File: src/hw/wdx_pkg.sv
/*
  Shared constants for the waveform dead-time extension: channel and pin
  counts, reset values, pin pairing and the fault clearing modes.
  Assumes a single 10 MHz clock domain shared with the timer it extends.
*/
package wdx_pkg;

  // ----------------------------------------------------------------------
  // Sizes
  // ----------------------------------------------------------------------
  localparam int unsigned WDX_NUM_CH = 4;
  localparam int unsigned WDX_DT_W   = 8;
  localparam int unsigned WDX_PORT_W = 8;
  localparam int unsigned WDX_EVT_W  = 8;

  // ----------------------------------------------------------------------
  // Values after reset
  // ----------------------------------------------------------------------
  localparam logic [7:0] WDX_DT_RST  = 8'h00;
  localparam logic [7:0] WDX_PAT_RST = 8'h00;
  localparam logic [7:0] WDX_PIN_RST = 8'h00;

  // ----------------------------------------------------------------------
  // Pin pairing: channel k drives pin 2k (low side) and 2k+1 (high side)
  // ----------------------------------------------------------------------
  localparam int unsigned WDX_LS_POS  = 0;
  localparam int unsigned WDX_HS_POS  = 1;
  localparam int unsigned WDX_PAIR    = 2;
  localparam int unsigned WDX_CHA_IDX = 0;

  typedef enum logic {
    WDX_FLT_LATCHED,
    WDX_FLT_CYCLE
  } wdx_fault_mode_t;

  function automatic int unsigned wdx_pin(input int unsigned ch, input logic hs);
    return ch * WDX_PAIR + (hs ? WDX_HS_POS : WDX_LS_POS);
  endfunction

endpackage

File: src/hw/wdx_dbuf.sv
/*
  Double-buffered setting: a write lands in a buffer, the buffer is copied
  to the active value at the next update point.
  Assumes write and update strobes are one-cycle pulses on clk_sys_i.
*/
`timescale 1ns/1ps
module wdx_dbuf #(
  parameter int unsigned W   = 8,
  parameter logic [W-1:0] RST = '0
) (
  input  wire logic         clk_sys_i,
  input  wire logic         resetn_i,
  input  wire logic         wr_i,
  input  wire logic [W-1:0] data_i,
  input  wire logic         update_i,
  output logic      [W-1:0] active_o,
  output logic              pending_o
);
  import wdx_pkg::*;

  typedef struct packed {
    logic [W-1:0] buffered;
    logic [W-1:0] active;
    logic         pending;
  } wdx_dbuf_state_t;

  wdx_dbuf_state_t s;
  wdx_dbuf_state_t next_s;

  // ----------------------------------------------------------------------
  // Buffer and apply
  // ----------------------------------------------------------------------
  always_comb begin
    next_s = s;
    if (update_i && s.pending) begin
      next_s.active  = s.buffered;
      next_s.pending = 1'b0;
    end
    // A write in the update cycle waits for the next update, set wins
    if (wr_i) begin
      next_s.buffered = data_i;
      next_s.pending  = 1'b1;
    end
  end

  always_ff @(posedge clk_sys_i or negedge resetn_i) begin
    if (!resetn_i) begin
      s <= '{buffered: RST, active: RST, pending: 1'b0};
    end else begin
      s <= next_s;
    end
  end

  assign active_o  = s.active;
  assign pending_o = s.pending;

endmodule

File: src/hw/wdx_dead_time_unit.sv
/*
  One dead-time unit: splits a waveform into a low side that follows it and
  a high side that follows its inverse, with both held low for the active
  dead time before either side turns on.
  Assumes dead-time values are already the double-buffered active ones.
*/
`timescale 1ns/1ps
module wdx_dead_time_unit (
  input  wire logic                         clk_sys_i,
  input  wire logic                         resetn_i,
  input  wire logic                         enable_i,
  input  wire logic                         wave_i,
  input  wire logic [wdx_pkg::WDX_DT_W-1:0] dt_ls_i,
  input  wire logic [wdx_pkg::WDX_DT_W-1:0] dt_hs_i,
  output logic                              low_side_o,
  output logic                              high_side_o,
  output logic                              dead_o
);
  import wdx_pkg::*;

  typedef enum logic [2:0] {
    DTU_OFF,
    DTU_LS_ON,
    DTU_HS_ON,
    DTU_TO_LS,
    DTU_TO_HS
  } wdx_dtu_st_t;

  typedef struct packed {
    wdx_dtu_st_t         st;
    logic [WDX_DT_W-1:0] cnt;
    logic                ls;
    logic                hs;
    logic                dead;
  } wdx_dtu_state_t;

  wdx_dtu_state_t s;
  wdx_dtu_state_t next_s;

  // Head for side t: straight on with zero dead time, else dead first
  function automatic wdx_dtu_state_t start(input logic t, input logic [WDX_DT_W-1:0] dt);
    wdx_dtu_state_t r;
    r.cnt = dt;
    if (dt == '0) begin
      r.st   = t ? DTU_LS_ON : DTU_HS_ON;
      r.ls   = t;
      r.hs   = !t;
      r.dead = 1'b0;
    end else begin
      r.st   = t ? DTU_TO_LS : DTU_TO_HS;
      r.ls   = 1'b0;
      r.hs   = 1'b0;
      r.dead = 1'b1;
    end
    return r;
  endfunction

  // ----------------------------------------------------------------------
  // Switching sequence
  // ----------------------------------------------------------------------
  always_comb begin
    next_s = s;
    case (s.st)
      DTU_OFF:   next_s = start(wave_i, wave_i ? dt_ls_i : dt_hs_i);
      DTU_LS_ON: if (!wave_i) next_s = start(1'b0, dt_hs_i);
      DTU_HS_ON: if (wave_i) next_s = start(1'b1, dt_ls_i);
      DTU_TO_LS: begin
        // A reversal mid-dead restarts toward the other side
        if (!wave_i) next_s = start(1'b0, dt_hs_i);
        else if (s.cnt == 8'h01) next_s = start(1'b1, '0);
        else next_s.cnt = s.cnt - 8'h01;
      end
      DTU_TO_HS: begin
        if (wave_i) next_s = start(1'b1, dt_ls_i);
        else if (s.cnt == 8'h01) next_s = start(1'b0, '0);
        else next_s.cnt = s.cnt - 8'h01;
      end
      default:   next_s.st = DTU_OFF;
    endcase
    // Bypassed unit still gives a complementary pair, with no gap
    if (!enable_i) begin
      next_s.st   = DTU_OFF;
      next_s.cnt  = '0;
      next_s.ls   = wave_i;
      next_s.hs   = !wave_i;
      next_s.dead = 1'b0;
    end
  end

  always_ff @(posedge clk_sys_i or negedge resetn_i) begin
    if (!resetn_i) begin
      s <= '{st: DTU_OFF, cnt: '0, ls: 1'b0, hs: 1'b0, dead: 1'b0};
    end else begin
      s <= next_s;
    end
  end

  assign low_side_o  = s.ls;
  assign high_side_o = s.hs;
  assign dead_o      = s.dead;

endmodule

File: src/hw/wdx_waveform_extension.sv
/*
  Waveform extension behind the timer's waveform generator: complementary
  pairs with dead time, a pattern generator, channel A spreading and
  event-driven fault shutdown, all producing the port pin values.
  Assumes waveform, update, port and event inputs come from logic on
  clk_sys_i, so none of them is synchronised here.
*/
// What this block does
// - With neither pattern nor spread on, any enabled unit turns each timer waveform into a complementary pair.
// - Each enabled unit gives low side equal to waveform, high side inverted, with gap; a bypassed unit gives the pair with no gap.
// - Unit outputs replace port values only on pins selected for override.
// - Four dead-time units exist, one per compare channel.
// - High and low dead times are set separately, eight bits each.
// - Dead-time settings are buffered and applied at the update point.
// - Optionally the timer is halted while a dead interval runs.
// - The pattern generator changes all override-selected port pins in the same cycle.
// - A new pattern is buffered and takes effect at the update point.
// - On request channel A waveform drives every port pin.
// - With the pattern generator on, dead-time units are bypassed.
// - A selected event raises a fault that disables outputs at once.
`timescale 1ns/1ps
module wdx_waveform_extension #(
  parameter int unsigned EVT_W = wdx_pkg::WDX_EVT_W
) (
  input  wire logic                           clk_sys_i,
  input  wire logic                           resetn_i,
  input  wire logic [wdx_pkg::WDX_NUM_CH-1:0] wave_i,
  input  wire logic                           timer_update_i,
  input  wire logic [wdx_pkg::WDX_PORT_W-1:0] port_value_i,
  input  wire logic [wdx_pkg::WDX_PORT_W-1:0] port_override_i,
  input  wire logic [wdx_pkg::WDX_NUM_CH-1:0] dti_enable_i,
  input  wire logic                           pattern_enable_i,
  input  wire logic                           cha_spread_i,
  input  wire logic                           halt_on_dead_i,
  input  wire logic                           dt_ls_wr_i,
  input  wire logic [wdx_pkg::WDX_DT_W-1:0]   dt_ls_data_i,
  input  wire logic                           dt_hs_wr_i,
  input  wire logic [wdx_pkg::WDX_DT_W-1:0]   dt_hs_data_i,
  input  wire logic                           pattern_wr_i,
  input  wire logic [wdx_pkg::WDX_PORT_W-1:0] pattern_data_i,
  input  wire logic [EVT_W-1:0]               fault_event_i,
  input  wire logic [EVT_W-1:0]               fault_select_i,
  input  wire wdx_pkg::wdx_fault_mode_t       fault_mode_i,
  input  wire logic                           fault_clear_i,
  output logic      [wdx_pkg::WDX_PORT_W-1:0] port_o,
  output logic                              timer_halt_o,
  output logic                              fault_o,
  output logic      [wdx_pkg::WDX_NUM_CH-1:0] dead_busy_o,
  output logic                              ext_active_o,
  output logic      [wdx_pkg::WDX_DT_W-1:0]   dt_ls_active_o,
  output logic      [wdx_pkg::WDX_DT_W-1:0]   dt_hs_active_o,
  output logic      [wdx_pkg::WDX_PORT_W-1:0] pattern_active_o,
  output logic                              update_pending_o
);
  import wdx_pkg::*;

  typedef struct packed {
    logic [WDX_PORT_W-1:0] pins;
    logic                  fault;
    logic                  ext_on;
  } wdx_top_state_t;

  wdx_top_state_t s;
  wdx_top_state_t next_s;

  logic [WDX_DT_W-1:0]   dt_ls_act;
  logic [WDX_DT_W-1:0]   dt_hs_act;
  logic [WDX_PORT_W-1:0] pat_act;
  logic                  dt_ls_pend;
  logic                  dt_hs_pend;
  logic                  pat_pend;
  logic [WDX_NUM_CH-1:0] unit_en;
  logic [WDX_NUM_CH-1:0] ls_out;
  logic [WDX_NUM_CH-1:0] hs_out;
  logic [WDX_NUM_CH-1:0] dead;
  logic [WDX_PORT_W-1:0] pair_pins;
  logic [WDX_PORT_W-1:0] ext_pins;
  logic [WDX_PORT_W-1:0] ext_mask;
  logic                  any_feature;
  logic                  fault_hit;
  logic                  fault_now;
  logic                  fault_release;

  // ----------------------------------------------------------------------
  // Double-buffered settings
  // ----------------------------------------------------------------------
  wdx_dbuf #(
    .W   (WDX_DT_W),
    .RST (WDX_DT_RST)
  ) u_dt_ls_buf (
    .clk_sys_i (clk_sys_i),
    .resetn_i  (resetn_i),
    .wr_i      (dt_ls_wr_i),
    .data_i    (dt_ls_data_i),
    .update_i  (timer_update_i),
    .active_o  (dt_ls_act),
    .pending_o (dt_ls_pend)
  );

  wdx_dbuf #(
    .W   (WDX_DT_W),
    .RST (WDX_DT_RST)
  ) u_dt_hs_buf (
    .clk_sys_i (clk_sys_i),
    .resetn_i  (resetn_i),
    .wr_i      (dt_hs_wr_i),
    .data_i    (dt_hs_data_i),
    .update_i  (timer_update_i),
    .active_o  (dt_hs_act),
    .pending_o (dt_hs_pend)
  );

  wdx_dbuf #(
    .W   (WDX_PORT_W),
    .RST (WDX_PAT_RST)
  ) u_pattern_buf (
    .clk_sys_i (clk_sys_i),
    .resetn_i  (resetn_i),
    .wr_i      (pattern_wr_i),
    .data_i    (pattern_data_i),
    .update_i  (timer_update_i),
    .active_o  (pat_act),
    .pending_o (pat_pend)
  );

  // ----------------------------------------------------------------------
  // Dead-time units
  // ----------------------------------------------------------------------
  // The pattern generator takes the port, so the units fall back to bypass
  assign unit_en = dti_enable_i & {WDX_NUM_CH{!pattern_enable_i}};

  for (genvar k = 0; k < WDX_NUM_CH; k++) begin : g_unit
    wdx_dead_time_unit u_unit (
      .clk_sys_i   (clk_sys_i),
      .resetn_i    (resetn_i),
      .enable_i    (unit_en[k]),
      .wave_i      (wave_i[k]),
      .dt_ls_i     (dt_ls_act),
      .dt_hs_i     (dt_hs_act),
      .low_side_o  (ls_out[k]),
      .high_side_o (hs_out[k]),
      .dead_o      (dead[k])
    );
  end

  // ----------------------------------------------------------------------
  // Pin selection and fault
  // ----------------------------------------------------------------------
  always_comb begin
    next_s        = s;
    pair_pins     = '0;
    ext_pins      = '0;
    ext_mask      = '0;
    any_feature   = (|dti_enable_i) | pattern_enable_i | cha_spread_i;
    fault_hit     = |(fault_event_i & fault_select_i);
    fault_release = 1'b0;

    for (int unsigned k = 0; k < WDX_NUM_CH; k++) begin
      pair_pins[wdx_pin(k, 1'b0)] = ls_out[k];
      pair_pins[wdx_pin(k, 1'b1)] = hs_out[k];
    end

    // Priority: pattern, then channel A spread, then the pairs
    if (pattern_enable_i) begin
      ext_pins = pat_act;
      ext_mask = port_override_i;
    end else if (cha_spread_i) begin
      ext_pins = {WDX_PORT_W{wave_i[WDX_CHA_IDX]}};
      ext_mask = '1;
    end else begin
      ext_pins = pair_pins;
      ext_mask = port_override_i;
    end
    if (!any_feature) begin
      ext_mask = '0;
    end

    // Hardware set wins over the clear in the same cycle
    case (fault_mode_i)
      WDX_FLT_LATCHED: fault_release = fault_clear_i;
      WDX_FLT_CYCLE:   fault_release = timer_update_i;
      default:         fault_release = fault_clear_i;
    endcase
    next_s.fault = fault_hit | (s.fault & !fault_release);
    fault_now    = fault_hit | s.fault;

    // Fault forces every extension-owned pin low, the drivers go off
    if (fault_now) begin
      ext_pins = '0;
    end

    // Whole vector registered at once, so all pins move on one edge
    next_s.pins   = (ext_mask & ext_pins) | (~ext_mask & port_value_i);
    next_s.ext_on = any_feature;
  end

  always_ff @(posedge clk_sys_i or negedge resetn_i) begin
    if (!resetn_i) begin
      s <= '{pins: WDX_PIN_RST, fault: 1'b0, ext_on: 1'b0};
    end else begin
      s <= next_s;
    end
  end

  // ----------------------------------------------------------------------
  // Outputs
  // ----------------------------------------------------------------------
  // Halting freezes the count, so a short period cannot swallow the gap
  assign timer_halt_o     = halt_on_dead_i & (|dead);
  assign port_o           = s.pins;
  assign fault_o          = s.fault;
  assign dead_busy_o      = dead;
  assign ext_active_o     = s.ext_on;
  assign dt_ls_active_o   = dt_ls_act;
  assign dt_hs_active_o   = dt_hs_act;
  assign pattern_active_o = pat_act;
  assign update_pending_o = dt_ls_pend | dt_hs_pend | pat_pend;

endmodule

File: config.mk
export PLATFORM = sky130hd
export DESIGN_NAME = wdx_waveform_extension
export DESIGN_NICKNAME = d
export VERILOG_FILES = /design/src/hw/wdx_pkg.sv /design/src/hw/wdx_dbuf.sv /design/src/hw/wdx_dead_time_unit.sv /design/src/hw/wdx_waveform_extension.sv
export SDC_FILE = /design/constraint.sdc
export NUM_CORES = 1
export LEC_CHECK = 0
export ABC_CLOCK_PERIOD_IN_PS = 2250
export BUFFER_PORTS_ARGS = -buffer_cell sky130_fd_sc_hd__buf_2
export CAP_MARGIN = 10
export CORE_ASPECT_RATIO = 1.5
export CORE_UTILIZATION = 45
export CTS_CLUSTER_DIAMETER = 50
export DETAILED_ROUTE_END_ITERATION = 16
export MAX_ROUTING_LAYER = met4
export PLACE_DENSITY = 0.64
export SYNTH_ARGS = -nofsm -noshare
export SYNTH_HDL_FRONTEND = slang
export SYNTH_SLANG_ARGS = --single-unit
File: constraint.sdc
create_clock -name clk_sys_i -period 2.25 [get_ports clk_sys_i]
set_input_delay 0.45 -clock clk_sys_i [delete_from_list [all_inputs] [get_ports clk_sys_i]]
set_output_delay 0.45 -clock clk_sys_i [all_outputs]
set_load 0.005 [all_outputs]
==> results.txt <==
----------------------------------------------------
[Routing]
  Drt first-iter violations ... 568
  DR DRC count ... 0
  Final antenna-violating net count ... 0
  Routed wirelength normalized by instance count ... 19.8 um
  First-pass iteration count of the detailed router ... 5
  Avg Vias per Cell ... 6.06
  Detailed Route WL ... 26000 um
  Via count ... 7950

[Yosys]
  Synthesized flop and latch total ... 117
  Main combinational cell family by area after synthesis ... compound AO/OA/AOI/OAI gates
  Async set-or-reset flop fraction in the synthesized netlist ... 100%
  Synth unique cells ... 85
  Most used DFF post-synth ... sky130_fd_sc_hd__dfrtp_1
  Synthesized-area fraction occupied by and/or/nand/nor cells ... 18.1%
  Synth Warn # ... 0
  Syn nets ... 1051
  Avg Synthesized Cell Area ... 8.68 um^2
  Gate count after technology mapping ... 956
  Number of enable-type register cells in the synthesized netlist ... 0
  Total standard cell area after synthesis ... 8300 um^2
  Multiplexer share of the synthesized area ... 9.50%
  Sequential-to-total area share from yosys stat ... 35.3%
  Post-Synth Adder-Cell Area ... 3.26%
  Library cell occupying the most area in the post-synthesis netlist ... sky130_fd_sc_hd__dfrtp_1
  Top cells by area, synth ... sky130_fd_sc_hd__dfrtp_1, sky130_fd_sc_hd__mux2_2, sky130_fd_sc_hd__a21oi_1
  Post-synthesis share of cell area spent on xor and xnor gates ... 0.739%
  Yosys top cell area share ... 35.3%
  Share of the synthesized area in compound gates (AO/OA/AOI/OAI) ... 25.3%

[Final layout]
  Area occupied by registers ... 2930 um^2
  Non-filler cells, final ... 1311
  Share of cells above drive strength 1 ... 29.0%
  Net count reported at finish ... 1176
  Most common cell after layout, fill and taps aside ... sky130_fd_sc_hd__dfrtp_1
  Diode insertion count for antenna repair ... 0
  Post-Route Utilization ... 55.4%
  Area growth, synth to finish ... 20.3%
  Filler instances ... 1689
  Multi-input combinational cell area ... 4760 um^2
  Top library cells by usage in the layout, fill and taps aside ... sky130_fd_sc_hd__dfrtp_1, sky130_fd_sc_hd__buf_2, sky130_fd_sc_hd__buf_4

[Job]
  Max capacitance violation total ... 0

[Placed design]
  Pre-CTS setup slack ... 30.0 ps
  Post-DP HPWL ... 19600 um
  Port Buffers ... 114
  Final RePlAce weighted congestion ... 0.954
  Cell total after placement ... 1279

[Timing]
  Worst-case clock skew ... 11.6 ps
  Highest Clock Rate ... 448 MHz
  Number of hold-slack violations in the final timing report ... 12
  Slew at the pin with the worst max-slew slack ... 600 ps
  Setup repair after global routing missed its margin ... true
  WHS ... -6.11 ps
  Period utilisation layout ... 99.3%
  Final-report setup violation count ... 0
  Slew HR ... 59.7%
  Shortest clock period the worst path allows after layout ... 2230 ps
  Setup slack after layout ... 15.8 ps
  Final max-slew violation count ... 0

[Clock network]
  Clock latency reported for the late side of the worst-skew pair ... 430 ps
  Clock slew seen by the registers of the worst setup and hold paths ... 60 ps
  Clock sink total ... 117
  Postcts setup bufs ... 0
  Number of buffers added by the clock tree synthesis step ... 17
  CTS tree ... built
  Number of levels in the clock H-tree ... 4
  Bufs on Longest Clock Path ... 2
  CTS Root Buffer Type ... sky130_fd_sc_hd__clkbuf_16

[Critical path]
  Critical path class ... reg2reg
  Startpoint of the lowest-slack register-to-register path ... u_dt_ls_buf.active_o[4]
  Critical Path, Cell by Cell ... or4_4 > nor3_2 > a21oi_2 > ha_1 > nor2_1 > a2111oi_0 > a211o_1 > a32o_1
  Data required time of the critical path ... 2560 ps
  R2R cell count ... 8
  Critical Path Sink ... g_unit[2].u_unit.s[12]
  Critical Path Stages ... 8
  Kind of cell adding the most delay to the critical path ... simple AND/OR/NAND/NOR gates
  First element of the critical path ... u_dt_ls_buf.active_o[4]
  Cell with the largest stage delay on the worst path ... sky130_fd_sc_hd__or4_4
  Count of buffer and inverter cells on the critical path ... 0
  R2r endpoint ... g_unit[2].u_unit.s[12]
  CP startpoint kind ... flop
  Register-to-register path setup slack ... 20 ps
  Highest fanout seen on the critical path ... 7
  Arrival @ worst endpoint ... 2540 ps
  Maximum single-stage delay on the critical path ... 620 ps
  Critical path capture point type ... flop

[Min path]
  Worst min-delay path class ... in2async

[Die]
  Number of I/O pins ... 115
  Die Width ... 113 um
  Initial cell density of the core ... 46.1%
  Core area ... 18000 um^2
  Die Y-Extent ... 168 um
  # rows ... 60
  Die footprint ... 19000 um^2

[Outcome]
  Status ... finished, violations left
  Violated checks ... hold timing

[GRT]
  Antenna violations before repair ... 0
  Maximum number of pins on one net before global-route repair ... 42
  Via count of the first global-routing pass ... 7880
  First-pass GRT wire length ... 41600 um
  Grt total ovfl ... 0
  Combined global-route utilization of all metal layers ... 29.1%

[Pwr]
  PwrDens ... 746 nW/um^2
  Max IR drop VDD ... 536 uV
  Leakage power ... 0.00449 uW

----------------------------------------------------
## where the power goes
part / switching, uW / internal, uW / leakage, uW / total, uW
Clock: 1130 / 1470 / 0.000261 / 2600
Sequential: 222 / 2340 / 0.00146 / 2560
Combinational: 1290 / 990 / 0.00277 / 2280
## worst min path at each step
stage / start / cells after the start / endpoint / slack (ps)
floorplan: resetn_i / 0 / ext_active_o / 150
global placement: resetn_i / 1 / g_unit[1].u_unit.s[3] / 450
detailed placement: resetn_i / 1 / g_unit[1].u_unit.s[3] / 450
CTS: resetn_i / 1 / g_unit[1].u_unit.s[3] / 3
global route: resetn_i / 1 / g_unit[1].u_unit.s[4] / 20
finish: resetn_i / 1 / g_unit[1].u_unit.s[10] / -6
## metal layers
metal	GRT usage, %	routed length, um
met5	-	0
met4	14.0	1070
met3	3.78	1250
met2	51.0	13400
met1	32.5	10300
## logic make-up (layout without fill, tap and decap cells)
kind of cell,after synthesis,after routing
AO/OA/AOI/OAI,309,309
AND/OR/NAND/NOR,293,293
buffers and inverters,136,274
flip-flops,117,117
multiplexers,72,72
adder cells (fa/ha/maj),22,22
XOR/XNOR,7,7
## layout make-up
type,count,share of cell area (%)
well taps,217,2.72
flip-flops and latches,117,29.3
clock inverters,14,1.18
multi-input cells,703,47.7
inverters,37,1.39
repair buffers,205,13.2
clock buffers,18,4.40
## sequential cells by signal, summed over array words and instances, names as in the netlist
register and cells:
g_unit.u_unit.s 44, port_o 8, u_dt_hs_buf.active_o 8, u_dt_hs_buf.s 8, u_dt_ls_buf.active_o 8, u_dt_ls_buf.s 8
u_pattern_buf.active_o 8, u_pattern_buf.s 8, g_unit.u_unit.dead_o 4, g_unit.u_unit.high_side_o 4, g_unit.u_unit.low_side_o 4, ext_active_o 1
fault_o 1, u_dt_hs_buf.pending_o 1, u_dt_ls_buf.pending_o 1, u_pattern_buf.pending_o 1
## cell usage after synthesis, drive strengths merged (8+ instances only)
master and instances:
nand3 8, o21ai 65, a32o 12, dfrtp 117, o41ai 9, ha 20
mux2i 18, o22ai 15, nor2b 20, o31ai 8, o211ai 12, a211oi 9
a21oi 81, a22o 14, buf 46, nand2 79, inv 35, nor4 8
clkbuf 53, or3 9, nor3 29, mux2 54, nand2b 18, and2 9
nor2 71
## metrics by stage
step | area (um^2) | TNS, ps | total power, uW | hold slack, ps
finish | 9980 | 0 | 7440 | -6.11
detailed placement | 9400 | 0 | 4830 | 454
floorplan | 8320 | -56.0 | 4040 | 154
global placement | 9400 | 0 | 4810 | 448
CTS | 9950 | 0 | 7450 | 3.04
global route | 9980 | -154 | 7800 | 18.9
## what timing repair did
| action | 4_1_cts | 5_1_grt |
|---|---|---|
| hold buffers | 0 | 0 |
| setup endpoints to repair | 0 | 9 |
| gates resized for setup | 0 | 8 |
No activity file was read; power rests on OpenSTA's default activity.
